<file path="src/dmwp_seq.sv">
// package of shared constants and the pin write sequencer.
// assumes one 250 MHz clock and an asynchronous active-high reset.
`timescale 1ns/1ps
`default_nettype none

// ============================================================
// shared constants
package dmwp_pkg;
	localparam int CLK_PERIOD_NS = 4;
	localparam int T_CS_SETUP_NS = 80;
	localparam int T_ADDR_SETUP_NS = 70;
	localparam int T_DATA_SETUP_NS = 70;
	localparam int T_WR_LEN_NS = 60;
	localparam int T_RESET_NS = 90;

	// least time: round up, never below one cycle
	function automatic int cyc_min(input int ns);
		int c;
		c = (ns + CLK_PERIOD_NS - 1) / CLK_PERIOD_NS;
		return (c < 1) ? 1 : c;
	endfunction

	localparam int SETUP_NS_MAX = (T_ADDR_SETUP_NS > T_DATA_SETUP_NS) ?
		T_ADDR_SETUP_NS : T_DATA_SETUP_NS;
	// chip select falls one cycle before the strobe, so its lead is covered
	localparam int BUS_NS_MAX = (SETUP_NS_MAX > T_CS_SETUP_NS) ?
		SETUP_NS_MAX : T_CS_SETUP_NS;
	localparam int STROBE_NS = (BUS_NS_MAX > T_WR_LEN_NS) ?
		BUS_NS_MAX : T_WR_LEN_NS;
	localparam int STROBE_CYC = cyc_min(STROBE_NS);
	localparam int CS_LEAD_CYC = cyc_min(T_CS_SETUP_NS);
	localparam int RESET_CYC = cyc_min(T_RESET_NS);
	localparam int CNT_W = 8;

	// data word layout
	localparam int DATA_W = 8;
	localparam int LVL_W = 7;
	localparam int THR_W = 3;
	localparam int DIR_BIT = 7;
	localparam int THR_LSB = 4;

	// controller register map (byte addresses)
	localparam int ADDR_W = 4;
	localparam logic [3:0] REG_CMD = 4'h0;
	localparam logic [3:0] REG_CTRL = 4'h4;
	localparam logic [3:0] REG_STATUS = 4'h8;
	localparam logic [3:0] REG_MIRROR = 4'hC;
	localparam int CMD_CHAN_BIT = 8;
	localparam int CMD_THR_BIT = 9;
	localparam int CTRL_RESET_BIT = 0;
	localparam int MIR_CH2_LSB = 16;
	localparam int MIR_THR_OFS = 8;
	localparam logic [1:0] RESP_OKAY = 2'h0;
	localparam logic [1:0] RESP_SLVERR = 2'h2;
	localparam logic [1:0] RESP_DECERR = 2'h3;

	typedef enum logic [1:0] {
		ST_IDLE = 2'b00,
		ST_SETUP = 2'b01,
		ST_STROBE = 2'b10,
		ST_HOLD = 2'b11
	} dmwp_state_t;
endpackage

// ============================================================
// pin write sequencer
module dmwp_seq #(
	parameter int STROBE_CYC = dmwp_pkg::STROBE_CYC,
	parameter int RESET_CYC = dmwp_pkg::RESET_CYC
) (
	// clock and reset
	input wire logic clk,
	input wire logic rst,
	// requests
	input wire logic start,
	input wire logic [7:0] start_data,
	input wire logic start_chan,
	input wire logic start_thr,
	input wire logic reset_req,
	// device pins
	output logic [7:0] data_out,
	output logic chan_sel,
	output logic thr_sel,
	output logic cs_n,
	output logic wr_n,
	output logic dev_reset,
	// status
	output logic busy,
	output logic commit
);
	localparam int CW = dmwp_pkg::CNT_W;

	dmwp_pkg::dmwp_state_t state, next_state;
	logic [CW-1:0] cnt, next_cnt, rst_cnt, next_rst_cnt;
	logic [7:0] next_data_out;
	logic next_chan_sel, next_thr_sel, next_cs_n, next_wr_n;
	logic next_dev_reset, next_busy, next_commit;
	logic reset_pend, next_reset_pend;

	always_comb begin
		next_state = state;
		next_cnt = cnt;
		next_rst_cnt = rst_cnt;
		next_data_out = data_out;
		next_chan_sel = chan_sel;
		next_thr_sel = thr_sel;
		next_cs_n = cs_n;
		next_wr_n = wr_n;
		next_dev_reset = dev_reset;
		next_commit = 1'b0;
		// a request arriving as the pending one is taken still counts
		next_reset_pend = reset_pend | reset_req;
		if (dev_reset) begin
			// pins stay idle and no write is taken while held
			if (rst_cnt <= 8'h01) begin
				next_dev_reset = 1'b0;
			end
			next_rst_cnt = rst_cnt - 8'h01;
		end
		unique case (state)
			dmwp_pkg::ST_IDLE: begin
				if (dev_reset) begin
					next_state = dmwp_pkg::ST_IDLE;
				end else if (reset_pend) begin
					next_dev_reset = 1'b1;
					next_rst_cnt = CW'(RESET_CYC);
					next_reset_pend = reset_req;
				end else if (start) begin
					next_data_out = start_data;
					next_chan_sel = start_chan;
					next_thr_sel = start_thr;
					next_cs_n = 1'b0;
					next_state = dmwp_pkg::ST_SETUP;
				end
			end
			dmwp_pkg::ST_SETUP: begin
				next_wr_n = 1'b0;
				next_cnt = CW'(STROBE_CYC - 1);
				next_state = dmwp_pkg::ST_STROBE;
			end
			dmwp_pkg::ST_STROBE: begin
				if (cnt == '0) begin
					// rising strobe edge is the capture instant
					next_wr_n = 1'b1;
					next_commit = 1'b1;
					next_state = dmwp_pkg::ST_HOLD;
				end else begin
					next_cnt = cnt - 8'h01;
				end
			end
			dmwp_pkg::ST_HOLD: begin
				next_cs_n = 1'b1;
				next_state = dmwp_pkg::ST_IDLE;
			end
		endcase
		next_busy = (next_state != dmwp_pkg::ST_IDLE) || next_dev_reset ||
			next_reset_pend;
	end

	always_ff @(posedge clk or posedge rst) begin
		if (rst) begin
			state <= dmwp_pkg::ST_IDLE;
			cnt <= '0;
			rst_cnt <= CW'(RESET_CYC);
			data_out <= 8'h00;
			chan_sel <= 1'b0;
			thr_sel <= 1'b0;
			cs_n <= 1'b1;
			wr_n <= 1'b1;
			dev_reset <= 1'b1;
			busy <= 1'b1;
			commit <= 1'b0;
			reset_pend <= 1'b0;
		end else begin
			state <= next_state;
			cnt <= next_cnt;
			rst_cnt <= next_rst_cnt;
			data_out <= next_data_out;
			chan_sel <= next_chan_sel;
			thr_sel <= next_thr_sel;
			cs_n <= next_cs_n;
			wr_n <= next_wr_n;
			dev_reset <= next_dev_reset;
			busy <= next_busy;
			commit <= next_commit;
			reset_pend <= next_reset_pend;
		end
	end

	// ============================================================
	// checks
	logic [CW-1:0] low_len, high_len;

	always_ff @(posedge clk or posedge rst) begin
		if (rst) begin
			low_len <= '0;
			high_len <= '0;
		end else begin
			low_len <= wr_n ? '0 : low_len + 8'h01;
			high_len <= dev_reset ? high_len + 8'h01 : '0;
		end
	end

	a_cs_covers_wr: assert property (@(posedge clk) disable iff (rst)
		!wr_n |-> !cs_n) else $error("strobe low without chip select");
	a_rise_under_cs: assert property (@(posedge clk) disable iff (rst)
		$rose(wr_n) |-> !cs_n && commit)
		else $error("strobe rose outside a selected write");
	a_strobe_width: assert property (@(posedge clk) disable iff (rst)
		$rose(wr_n) |-> low_len == CW'(STROBE_CYC))
		else $error("strobe low width wrong");
	a_data_stable: assert property (@(posedge clk) disable iff (rst)
		!cs_n && $past(!cs_n) |-> $stable(data_out))
		else $error("data moved during a write");
	a_addr_stable: assert property (@(posedge clk) disable iff (rst)
		!cs_n && $past(!cs_n) |-> $stable({chan_sel, thr_sel}))
		else $error("address moved during a write");
	a_reset_blocks: assert property (@(posedge clk) disable iff (rst)
		dev_reset |-> cs_n && wr_n) else $error("write during reset");
	a_reset_width: assert property (@(posedge clk) disable iff (rst)
		$fell(dev_reset) |-> high_len == CW'(RESET_CYC))
		else $error("device reset too short");
	a_cs_lead: assert property (@(posedge clk) disable iff (rst)
		$fell(cs_n) |-> wr_n ##1 !wr_n)
		else $error("chip select not ahead of strobe");
endmodule
`default_nettype wire

</file>
<file path="src/dmwp_top.sv">
// host controller driving the dual microstep write port over its pins.
// assumes an AXI4-Lite master on the same clock; device pins are async.
//
// Implementation choices: the AXI4-Lite interface to the registers and the placing of the registers.
`timescale 1ns/1ps
`default_nettype none

// Summary of operation
// - The host drives an eight-bit word on the data lines during every write.
// - Channel select low writes channel 1 and high writes channel 2.
// - Register select low writes the level register and high the threshold register.
// - Chip select is held low around every write strobe and high otherwise.
module dmwp_top #(
	parameter int STROBE_CYC = dmwp_pkg::STROBE_CYC,
	parameter int RESET_CYC = dmwp_pkg::RESET_CYC
) (
	// clock and reset
	input wire logic CLK,
	input wire logic SYS_RST,
	// AXI4-Lite write
	input wire logic [3:0] S_AXI_AWADDR,
	input wire logic S_AXI_AWVALID,
	output logic S_AXI_AWREADY,
	input wire logic [31:0] S_AXI_WDATA,
	input wire logic [3:0] S_AXI_WSTRB,
	input wire logic S_AXI_WVALID,
	output logic S_AXI_WREADY,
	output logic [1:0] S_AXI_BRESP,
	output logic S_AXI_BVALID,
	input wire logic S_AXI_BREADY,
	// AXI4-Lite read
	input wire logic [3:0] S_AXI_ARADDR,
	input wire logic S_AXI_ARVALID,
	output logic S_AXI_ARREADY,
	output logic [31:0] S_AXI_RDATA,
	output logic [1:0] S_AXI_RRESP,
	output logic S_AXI_RVALID,
	input wire logic S_AXI_RREADY,
	// device write port
	output logic [7:0] DATA_OUT,
	output logic CHANNEL_SELECT,
	output logic THRESHOLD_REGISTER_SELECT,
	output logic CS_N,
	output logic WR_N,
	output logic DEVICE_RESET,
	// device outputs read back
	input wire logic DIRECTION_OUT_CH1,
	input wire logic DIRECTION_OUT_CH2,
	input wire logic FAST_DECAY_N_CH1,
	input wire logic FAST_DECAY_N_CH2
);
	localparam int LW = dmwp_pkg::LVL_W;
	localparam int TW = dmwp_pkg::THR_W;

	function automatic logic [2:0] thr_field(input logic [7:0] d);
		return d[dmwp_pkg::THR_LSB +: TW];
	endfunction

	// ============================================================
	// pin sequencer
	logic seq_start, seq_reset_req, seq_busy, seq_commit;
	logic [7:0] seq_data;
	logic seq_chan, seq_thr;

	dmwp_seq #(.STROBE_CYC(STROBE_CYC), .RESET_CYC(RESET_CYC)) u_seq (
		.clk(CLK),
		.rst(SYS_RST),
		.start(seq_start),
		.start_data(seq_data),
		.start_chan(seq_chan),
		.start_thr(seq_thr),
		.reset_req(seq_reset_req),
		.data_out(DATA_OUT),
		.chan_sel(CHANNEL_SELECT),
		.thr_sel(THRESHOLD_REGISTER_SELECT),
		.cs_n(CS_N),
		.wr_n(WR_N),
		.dev_reset(DEVICE_RESET),
		.busy(seq_busy),
		.commit(seq_commit)
	);

	// ============================================================
	// device readback synchroniser
	// fast-decay and direction come from the device's own logic
	logic [3:0] pin_meta, pin_sync;

	always_ff @(posedge CLK or posedge SYS_RST) begin
		if (SYS_RST) begin
			pin_meta <= 4'h0;
			pin_sync <= 4'h0;
		end else begin
			pin_meta <= {FAST_DECAY_N_CH2, FAST_DECAY_N_CH1,
				DIRECTION_OUT_CH2, DIRECTION_OUT_CH1};
			pin_sync <= pin_meta;
		end
	end

	// ============================================================
	// mirror of what the device holds, per channel
	logic [LW-1:0] mir_lvl [2];
	logic [LW-1:0] next_mir_lvl [2];
	logic [1:0] mir_dir, next_mir_dir;
	logic [TW-1:0] mir_thr [2];
	logic [TW-1:0] next_mir_thr [2];

	always_comb begin
		next_mir_lvl = mir_lvl;
		next_mir_dir = mir_dir;
		next_mir_thr = mir_thr;
		if (DEVICE_RESET) begin
			// device cleared, so is the copy
			next_mir_lvl = '{default: '0};
			next_mir_dir = 2'b00;
			next_mir_thr = '{default: '0};
		end else if (seq_commit && !THRESHOLD_REGISTER_SELECT) begin
			next_mir_lvl[CHANNEL_SELECT] = DATA_OUT[LW-1:0];
			next_mir_dir[CHANNEL_SELECT] = DATA_OUT[dmwp_pkg::DIR_BIT];
		end else if (seq_commit) begin
			next_mir_thr[CHANNEL_SELECT] = thr_field(DATA_OUT);
		end
	end

	always_ff @(posedge CLK or posedge SYS_RST) begin
		if (SYS_RST) begin
			mir_lvl <= '{default: '0};
			mir_dir <= 2'b00;
			mir_thr <= '{default: '0};
		end else begin
			mir_lvl <= next_mir_lvl;
			mir_dir <= next_mir_dir;
			mir_thr <= next_mir_thr;
		end
	end

	// ============================================================
	// AXI4-Lite slave, one write and one read at a time
	logic aw_held, next_aw_held, w_held, next_w_held;
	logic [3:0] aw_addr, next_aw_addr;
	logic [31:0] w_data, next_w_data;
	logic [3:0] w_strb, next_w_strb;
	logic next_awready, next_wready, next_bvalid, next_arready, next_rvalid;
	logic [1:0] next_bresp, next_rresp;
	logic [31:0] next_rdata;

	always_comb begin
		next_aw_held = aw_held;
		next_w_held = w_held;
		next_aw_addr = aw_addr;
		next_w_data = w_data;
		next_w_strb = w_strb;
		next_bvalid = S_AXI_BVALID;
		next_bresp = S_AXI_BRESP;
		next_rvalid = S_AXI_RVALID;
		next_rresp = S_AXI_RRESP;
		next_rdata = S_AXI_RDATA;
		seq_start = 1'b0;
		seq_reset_req = 1'b0;
		seq_data = w_data[7:0];
		seq_chan = w_data[dmwp_pkg::CMD_CHAN_BIT];
		seq_thr = w_data[dmwp_pkg::CMD_THR_BIT];
		if (S_AXI_AWVALID && S_AXI_AWREADY) begin
			next_aw_held = 1'b1;
			next_aw_addr = S_AXI_AWADDR;
		end
		if (S_AXI_WVALID && S_AXI_WREADY) begin
			next_w_held = 1'b1;
			next_w_data = S_AXI_WDATA;
			next_w_strb = S_AXI_WSTRB;
		end
		if (S_AXI_BVALID && S_AXI_BREADY) begin
			next_bvalid = 1'b0;
		end
		if (aw_held && w_held && !S_AXI_BVALID) begin
			next_aw_held = 1'b0;
			next_w_held = 1'b0;
			next_bvalid = 1'b1;
			next_bresp = dmwp_pkg::RESP_OKAY;
			unique case (aw_addr)
				dmwp_pkg::REG_CMD: begin
					// a busy port refuses rather than queues
					if (seq_busy) begin
						next_bresp = dmwp_pkg::RESP_SLVERR;
					end else begin
						seq_start = &w_strb[1:0];
					end
				end
				dmwp_pkg::REG_CTRL: begin
					seq_reset_req = w_strb[0] &&
						w_data[dmwp_pkg::CTRL_RESET_BIT];
				end
				dmwp_pkg::REG_STATUS, dmwp_pkg::REG_MIRROR: begin
					next_bresp = dmwp_pkg::RESP_OKAY;
				end
				default: next_bresp = dmwp_pkg::RESP_DECERR;
			endcase
		end
		if (S_AXI_RVALID && S_AXI_RREADY) begin
			next_rvalid = 1'b0;
		end
		if (S_AXI_ARVALID && S_AXI_ARREADY) begin
			next_rvalid = 1'b1;
			next_rresp = dmwp_pkg::RESP_OKAY;
			next_rdata = 32'h0000_0000;
			unique case (S_AXI_ARADDR)
				dmwp_pkg::REG_CMD, dmwp_pkg::REG_CTRL: begin
					next_rdata = 32'h0000_0000;
				end
				dmwp_pkg::REG_STATUS: begin
					// fast-decay bits read low for fast decay
					next_rdata[5:0] = {pin_sync, DEVICE_RESET, seq_busy};
				end
				dmwp_pkg::REG_MIRROR: begin
					next_rdata[LW:0] = {mir_dir[0], mir_lvl[0]};
					next_rdata[dmwp_pkg::MIR_THR_OFS +: TW] = mir_thr[0];
					next_rdata[dmwp_pkg::MIR_CH2_LSB +: LW+1] =
						{mir_dir[1], mir_lvl[1]};
					next_rdata[dmwp_pkg::MIR_CH2_LSB +
						dmwp_pkg::MIR_THR_OFS +: TW] = mir_thr[1];
				end
				default: next_rresp = dmwp_pkg::RESP_DECERR;
			endcase
		end
		next_awready = !next_aw_held && !next_bvalid;
		next_wready = !next_w_held && !next_bvalid;
		next_arready = !next_rvalid;
	end

	always_ff @(posedge CLK or posedge SYS_RST) begin
		if (SYS_RST) begin
			aw_held <= 1'b0;
			w_held <= 1'b0;
			aw_addr <= 4'h0;
			w_data <= 32'h0000_0000;
			w_strb <= 4'h0;
			S_AXI_AWREADY <= 1'b0;
			S_AXI_WREADY <= 1'b0;
			S_AXI_BVALID <= 1'b0;
			S_AXI_BRESP <= 2'h0;
			S_AXI_ARREADY <= 1'b0;
			S_AXI_RVALID <= 1'b0;
			S_AXI_RRESP <= 2'h0;
			S_AXI_RDATA <= 32'h0000_0000;
		end else begin
			aw_held <= next_aw_held;
			w_held <= next_w_held;
			aw_addr <= next_aw_addr;
			w_data <= next_w_data;
			w_strb <= next_w_strb;
			S_AXI_AWREADY <= next_awready;
			S_AXI_WREADY <= next_wready;
			S_AXI_BVALID <= next_bvalid;
			S_AXI_BRESP <= next_bresp;
			S_AXI_ARREADY <= next_arready;
			S_AXI_RVALID <= next_rvalid;
			S_AXI_RRESP <= next_rresp;
			S_AXI_RDATA <= next_rdata;
		end
	end

	// ============================================================
	// checks
	a_mirror_dir: assert property (@(posedge CLK) disable iff (SYS_RST)
		seq_commit && !THRESHOLD_REGISTER_SELECT && !DEVICE_RESET |=>
		mir_dir[$past(CHANNEL_SELECT)] == $past(DATA_OUT[7]))
		else $error("direction copy not taken from bit 7");
	a_mirror_clear: assert property (@(posedge CLK) disable iff (SYS_RST)
		DEVICE_RESET |=> mir_dir == 2'b00 && mir_lvl[0] == '0 &&
		mir_lvl[1] == '0) else $error("copy not cleared by reset");
	a_busy_refuse: assert property (@(posedge CLK) disable iff (SYS_RST)
		seq_start |-> !seq_busy && !DEVICE_RESET)
		else $error("write launched while busy");
endmodule
`default_nettype wire

</file>
<file path="config.mk">
export PLATFORM = sky130hd
export DESIGN_NAME = dmwp_top
export DESIGN_NICKNAME = d
export VERILOG_FILES = /design/src/dmwp_seq.sv /design/src/dmwp_top.sv
export SDC_FILE = /design/constraint.sdc
export NUM_CORES = 1
export LEC_CHECK = 0
export ABC_AREA = 1
export BUFFER_PORTS_ARGS = -buffer_cell sky130_fd_sc_hd__buf_2
export CORE_ASPECT_RATIO = 0.7
export CORE_MARGIN = 3
export CORE_UTILIZATION = 32
export CTS_BUF_LIST = sky130_fd_sc_hd__clkbuf_8
export CTS_CLUSTER_SIZE = 16
export DETAILED_ROUTE_END_ITERATION = 8
export PLACE_DENSITY_LB_ADDON = 0.12
export SYNTH_ARGS = -nofsm -noshare
export SYNTH_HDL_FRONTEND = slang
export SYNTH_HIERARCHICAL = 1
export SYNTH_SLANG_ARGS = --single-unit
</file>
<file path="constraint.sdc">
create_clock -name CLK -period 2.75 [get_ports CLK]
set_clock_uncertainty 0.1 [all_clocks]
set_input_delay 0.275 -clock CLK [delete_from_list [all_inputs] [get_ports CLK]]
set_output_delay 0.275 -clock CLK [all_outputs]
set_load 0.05 [all_outputs]
</file>
After elaboration in Yosys (flattened, before gate mapping). Cells that the tools add are included.

Register bits after elaboration: 113. Latch bits: 0. Bits in writable memories: 0. Memory bits (read-only): 0. Bits of input ports: 55. Output and inout bits: 54. Logic and storage cells: 158. Memories kept: 0.

$add $sub $neg: 2. Multipliers: 0. Div/mod/pow operators: 0. Order comparisons: 5. Equality and inequality tests: 15. Shifts and indexed selects: 0. Muxes and demuxes: 62. Bitwise operators: 4. Reduce and logical (&&, ||, !) cells: 38.

Operator list (count): two-way mux 8 bit (5); two-way mux 1 bit (28); two-way mux 14 bit (2); two-way mux 6 bit (3); == test 4 bit, second input constant (4); two-way mux 2 bit (8); one-hot mux 8 bit (2 select lines) (1); subtractor 8 x 1 -> 8 bit, second input constant (2); bitwise mux 14 bit (1); logical AND 1 bit (13); one-hot mux 6 bit (2 select lines) (1); two-way mux 11 bit (1); nonzero test 2 bit (5); == test 4 x 3 -> 1 bit, second input constant (2); less-or-equal comparator 8 x 1 -> 1 bit, second input constant (1); logical NOT 4 bit (2); logical NOT 8 bit (1); != test 2 bit, second input constant (4); one-hot mux 2 bit (4 select lines) (1); AND reduction 2 bit (4); AND reduction 4 bit (2); demux 7 bit (select 1 bit) (1); two-way mux 7 bit (1); bitwise mux 6 bit (1); 22 further kinds (32).

Logic depth before layout (Yosys ltp).
Depth in word-level cells: 11. Mapped depth: 9. Depth with buffers taken out: 9.

By module. Netlist, hierarchy kept.

Modules (own cells, without submodules): dmwp_top (times used 1, cells an instance 344, area an instance 3181.8 um^2, seq. area each 1951.9 um^2); dmwp_seq (times used 1, cells an instance 214, area an instance 1719.1 um^2, seq. area each 860.8 um^2).

Worst setup path before layout. No wires, ideal clock.

Path kind: register to register. From: reg S_AXI_BVALID. To: reg u_seq.chan_sel. Library setup time: 0.120 ns. Arrival time: 1.619 ns. Required time: 2.530 ns. Path slack: 0.911 ns. Stages on the path, launching flop included: 10. Path buffers: 1. Clock period less this slack: 1.839 ns. Cell sequence: dfrtp_1 -> inv_1 -> nand3_1 -> nor3_1 -> nand2_1 -> nor2_1 -> inv_2 -> buf_2 -> nand2_1 -> nand2_1.

Word-level cells in the longest chain between the ends: 4.

Ends and longest elaborated chain: start, declared (RTL line dmwp_top.sv:29) `output logic S_AXI_BVALID,`; start signal, assigned (RTL line dmwp_top.sv:252) `S_AXI_BVALID <= next_bvalid;`; logical NOT 1 bit (RTL line dmwp_top.sv:174) `if (aw_held && w_held && !S_AXI_BVALID) begin`; logical AND 1 bit (RTL line dmwp_top.sv:174); two-way mux 1 bit (RTL line dmwp_top.sv:174); net seq_start (RTL line dmwp_top.sv:61) `logic seq_start, seq_reset_req, seq_busy, seq_commit;`; AND reduction 4 bit (no source line); end signal, assigned (RTL line dmwp_seq.sv:179) `chan_sel <= next_chan_sel;`; end, declared (RTL line dmwp_seq.sv:82) `output logic chan_sel,`.

The timed path passes the listed nets, and every way through them passes these cells. A chain may end at the register's enable or synchronous reset.

Final worst setup path.
From: reg u_seq.state[0]. To: reg u_seq.state[0].

Word-level cells in the longest chain between the ends: 4. Elaborated cells between the ends (all ways): 9. Classes of those cells: eq/ne: 3; mux: 5; reduce/logical: 1.

Ends and longest elaborated chain: start, declared (RTL line dmwp_seq.sv:93) `dmwp_pkg::dmwp_state_t state, next_state;`; start signal, assigned (RTL line dmwp_seq.sv:162) `state <= dmwp_pkg::ST_IDLE;`; start signal, assigned (RTL line dmwp_seq.sv:175) `state <= next_state;`; two-way mux 2 bit (RTL line dmwp_seq.sv:128) `end else if (start) begin`; two-way mux 2 bit (RTL line dmwp_seq.sv:124) `end else if (reset_pend) begin`; two-way mux 2 bit (RTL line dmwp_seq.sv:122) `if (dev_reset) begin`; one-hot mux 2 bit (4 select lines) (*) (RTL line dmwp_seq.sv:120) `unique case (state)`; net u_seq.next_state[0] (RTL line dmwp_seq.sv:93).

Mark *: on every way through the listed nets, which the timed path passes. The rest lies on a longest branch.

==> summary by stage <==
Outcome
The run finished with clean final reports.

Place
At the end of routability-driven placement, the weighted congestion stood at around 0.78. The HPWL after detailed placement is 8143 µm. The number of input and output port buffers inserted is 74. The number of cells in the design after placement is 822.

Power and ir drop
Of the total power, the clock network draws 0.207. The analysis attributes to cell leakage a power of 3.073 nW. Of the total power, the share spent switching nets is 0.4179.

The internal portion of total power is 3.001 mW. Of the total power, combinational logic draws 0.343. Across the VDD grid, the largest voltage drop is approximately 0.23 mV. The power per cell area is 874.8 nW/µm².

The power spent charging and discharging nets is 2.154 mW. The share of total power dissipated in sequential elements is 0.450.

Finish
At the end of the flow, the number of nets in the layout was 720. In the final layout, the share of cells above drive strength 1 is 0.2112. The fraction of the core area covered by cells at the end of the flow is 0.3966. The count of non-filler cells in the finished layout is 858. The number of antenna diodes is 0. The layout overhead on the synthesized area is 20.25%.

Route
Using the TritonRoute via totals, the vias-per-cell ratio works out to 4.418. The detailed router placed 3791 vias in this run. The detailed router finished its first iteration with 225 violations. The pre-antenna-repair detailed-routing pass consisted of 4 iterations. The detail route stage leaves a number of antenna-violating nets equal to 0. The post-route DRC violation count is 0. After detailed routing, the average wire length per cell comes to 12.79 µm. Wires add up to around 11000 µm.

Job
The tool flagged a number of max-cap violations equal to 0.

Floorplan
The die is 153.9 µm wide. The top-level port count is 109. The die covers 16860 µm². Row generation in the floorplan step produced 37 rows. The y dimension of the die is ~110 µm. The initial core utilization is 0.3298. The core region is 14860 µm².

Global route
The global-route wire length before repair is between 15000 and 20000 µm. For this run the aggregate overflow at the end of global routing stands at 0. In the global route stage, overall resource usage came out at 0.1379. The largest net degree at the start of global routing is 38. The number of global-route vias before repair is 3739.

The number of antenna violations at the first check in global routing is 0.

Synthesis
The synthesized design contains 0 enable-type register cells. The most common flop cell mapped by yosys is sky130_fd_sc_hd__dfrtp_1. A synthesized cell averages ~8.8 µm². Of the post-synthesis cell area, the dominant cell type holds 0.5310.

The share of synthesized area occupied by flip-flops and latches is 0.5739. The share of synthesized flip-flops with an asynchronous set or reset is 1.000. The number of instances in the synthesized netlist is 558.

The synthesized flop and latch total is around 110. Among all cell types in the netlist, the one instantiated most often is sky130_fd_sc_hd__nand2_1. Sorting the synthesized cells by area gives the leading types as sky130_fd_sc_hd__dfrtp_1, sky130_fd_sc_hd__nand2_1, sky130_fd_sc_hd__inv_1. The commonest cells after synthesis are sky130_fd_sc_hd__nand2_1, sky130_fd_sc_hd__dfrtp_1, sky130_fd_sc_hd__inv_1. The number of warnings reported in the yosys synthesis log is 6. The largest total area in the synthesized netlist belongs to sky130_fd_sc_hd__dfrtp_1. In this run the cell area of the synthesized design comes to 4901 µm². The unique cell type count in the Yosys netlist is 35.

Clock network
The H-tree depth reported by CTS is 3. After clock tree synthesis, the clock-pin slew on the worst setup and hold paths is 0.11 ns. The post-cts gate resize count is 0.

The TritonCTS clock tree is built. The number of clock buffers inserted by TritonCTS is 9. Counting along the longest clock path gives a buffer depth of 2. The later pin in the worst-skew pair is clocked with a latency of around 0.38 ns. The CTS root buffer is sky130_fd_sc_hd__clkbuf_8. Clock tree synthesis found a total of 112 sinks.

Min path
The min-delay analysis places its worst path in the category in -> reg. The worst hold path passes through 3 cells.

Timing
Setup repair after global routing left no endpoint under its margin. The final hold violation count is 0. Summed over all failing endpoints, the final setup total negative slack is 0 ns. The final worst-path cycle share is 0.6628. Measured against its own limit, the worst slew margin works out to 0.5451.

The final critical path time including I/O delays and setup is 1.823 ns. The transition time at the pin with the least slew margin is 0.6823 ns. The maximum clock rate is roughly 550 MHz. The final count of negative-setup-slack endpoints is 0. The max-slew violation count is 0.

Setup path
The worst reg2reg path depth is 9. The type of the setup path with the least slack is reg -> reg. Data arrives at the worst endpoint at about 2.0 ns. The type of destination of the critical path is a register.

The startpoint class of the critical path is a register. At the worst endpoint, the required time is between 2 and 3 ns. The worst-path maximum fanout is 12.
state kept, by name, summed over array words and instances, names as in the netlist, 2 cells and up:
signal,flops
S_AXI_RDATA,22
mir_lvl,14
w_data,10
u_seq/cnt,8
u_seq/data_out,8
u_seq/rst_cnt,8
mir_thr,6
aw_addr,4
pin_meta,4
pin_sync,4
S_AXI_BRESP,2
mir_dir,2
u_seq/state,2
w_strb,2
metal layers:
| layer | GRT usage | vias up | routed length (µm) |
|---|---|---|---|
| met1 | 0.2071 | 1791 | 5794 |
| met3 | 0.03541 | 9 | 517 |
| li1 | - | 1916 | - |
| met4 | 0.02836 | 0 | 92 |
| met5 | 0 | - | 0 |
| met2 | 0.2014 | 75 | 4565 |
path summary, 6_finish.rpt:
path | startpoint | endpoint | slack (ns)
min | S_AXI_AWADDR[3] | aw_addr[3] | 0.03
max in group asynchronous | SYS_RST | S_AXI_ARREADY | 1.53
min reg2reg | pin_meta[3] | pin_sync[3] | 0.26
min in group asynchronous | SYS_RST | pin_meta[0] | 0.41
max reg2reg | u_seq/state[0] | u_seq/state[0] | 0.93
max | u_seq/state[0] | u_seq/state[0] | 0.93
placed cells by master (no fill, tap or decap), types with 11 or more instances in the layout:
cell,netlist,layout
sky130_fd_sc_hd__nand2_1,184,184
sky130_fd_sc_hd__dfrtp_1,104,104
sky130_fd_sc_hd__buf_2,4,74
sky130_fd_sc_hd__inv_1,66,65
sky130_fd_sc_hd__o21ai_0,35,35
sky130_fd_sc_hd__nor2_1,29,29
sky130_fd_sc_hd__nand3_1,29,29
sky130_fd_sc_hd__dlygate4sd3_1,0,20
sky130_fd_sc_hd__o21ai_2,12,12
sky130_fd_sc_hd__o21ai_1,11,11
cell families (layout without fill, tap and decap cells):
kind of cell    count (synthesis)  count (layout)  share of synthesized area
other cells                     1              10                  0.0007652
xor+xnor                        2               2                   0.003575
compound gates                 74              74                    0.08833
fa+ha+maj                       7               7                    0.01787
buf+inv                        97             193                    0.08629
simple gates                  265             265                     0.2293
flops                         112             112                     0.5739
per-stage QoR:
step | cell area, µm² | setup slack [ns] | power, mW | hold WS (ns)
2_1_floorplan | 4935 | 0.3800 | 3.650 | 0.2064
3_3_place_gp | 5472 | 0.9576 | 4.096 | 0.2381
3_5_place_dp | 5472 | 0.9363 | 4.112 | 0.2355
4_1_cts | 5883 | 0.9121 | 5.231 | 0.00002937
5_1_grt | 5893 | 0.7129 | 5.552 | 0.01364
6_report | 5893 | 0.9273 | 5.155 | 0.03306
area by class of cell:
cell class | instances | area [µm²]
timing repair buffer | 99 | 620.6
clock inverter | 6 | 83.83
fill | 1552 | 8967
sequential | 112 | 2813
inverter | 78 | 295.3
tap | 195 | 244.0
clock buffer | 10 | 137.6
multi-input combinational | 358 | 1699
power groups by stage:
stage	logic (mW)	registers (mW)	clock network [mW]
after floorplan	1.01	2.64	0
after global placement	1.75	2.35	0
after detailed placement	1.76	2.35	0
after CTS	1.79	2.32	1.12
after global routing	2.00	2.37	1.17
final	1.77	2.32	1.07
critical path, stage by stage (launching register included):
cell and delay (ns):
sky130_fd_sc_hd__dfrtp_1 0.42, sky130_fd_sc_hd__inv_1 0.10, sky130_fd_sc_hd__ha_1 0.26, sky130_fd_sc_hd__nand2_1 0.13, sky130_fd_sc_hd__nor2_1 0.06, sky130_fd_sc_hd__buf_4 0.17, sky130_fd_sc_hd__inv_2 0.17, sky130_fd_sc_hd__nand2_1 0.09
sky130_fd_sc_hd__a21oi_1 0.16, sky130_fd_sc_hd__inv_1 0.06
timing repair:
action                                 4_1_cts  5_1_grt
hold buffers                                19        1
setup endpoints to repair                    0        0
buffers inserted                             0        0
endpoints found under the hold margin       79        1
Power figures use the tool's default switching activity.
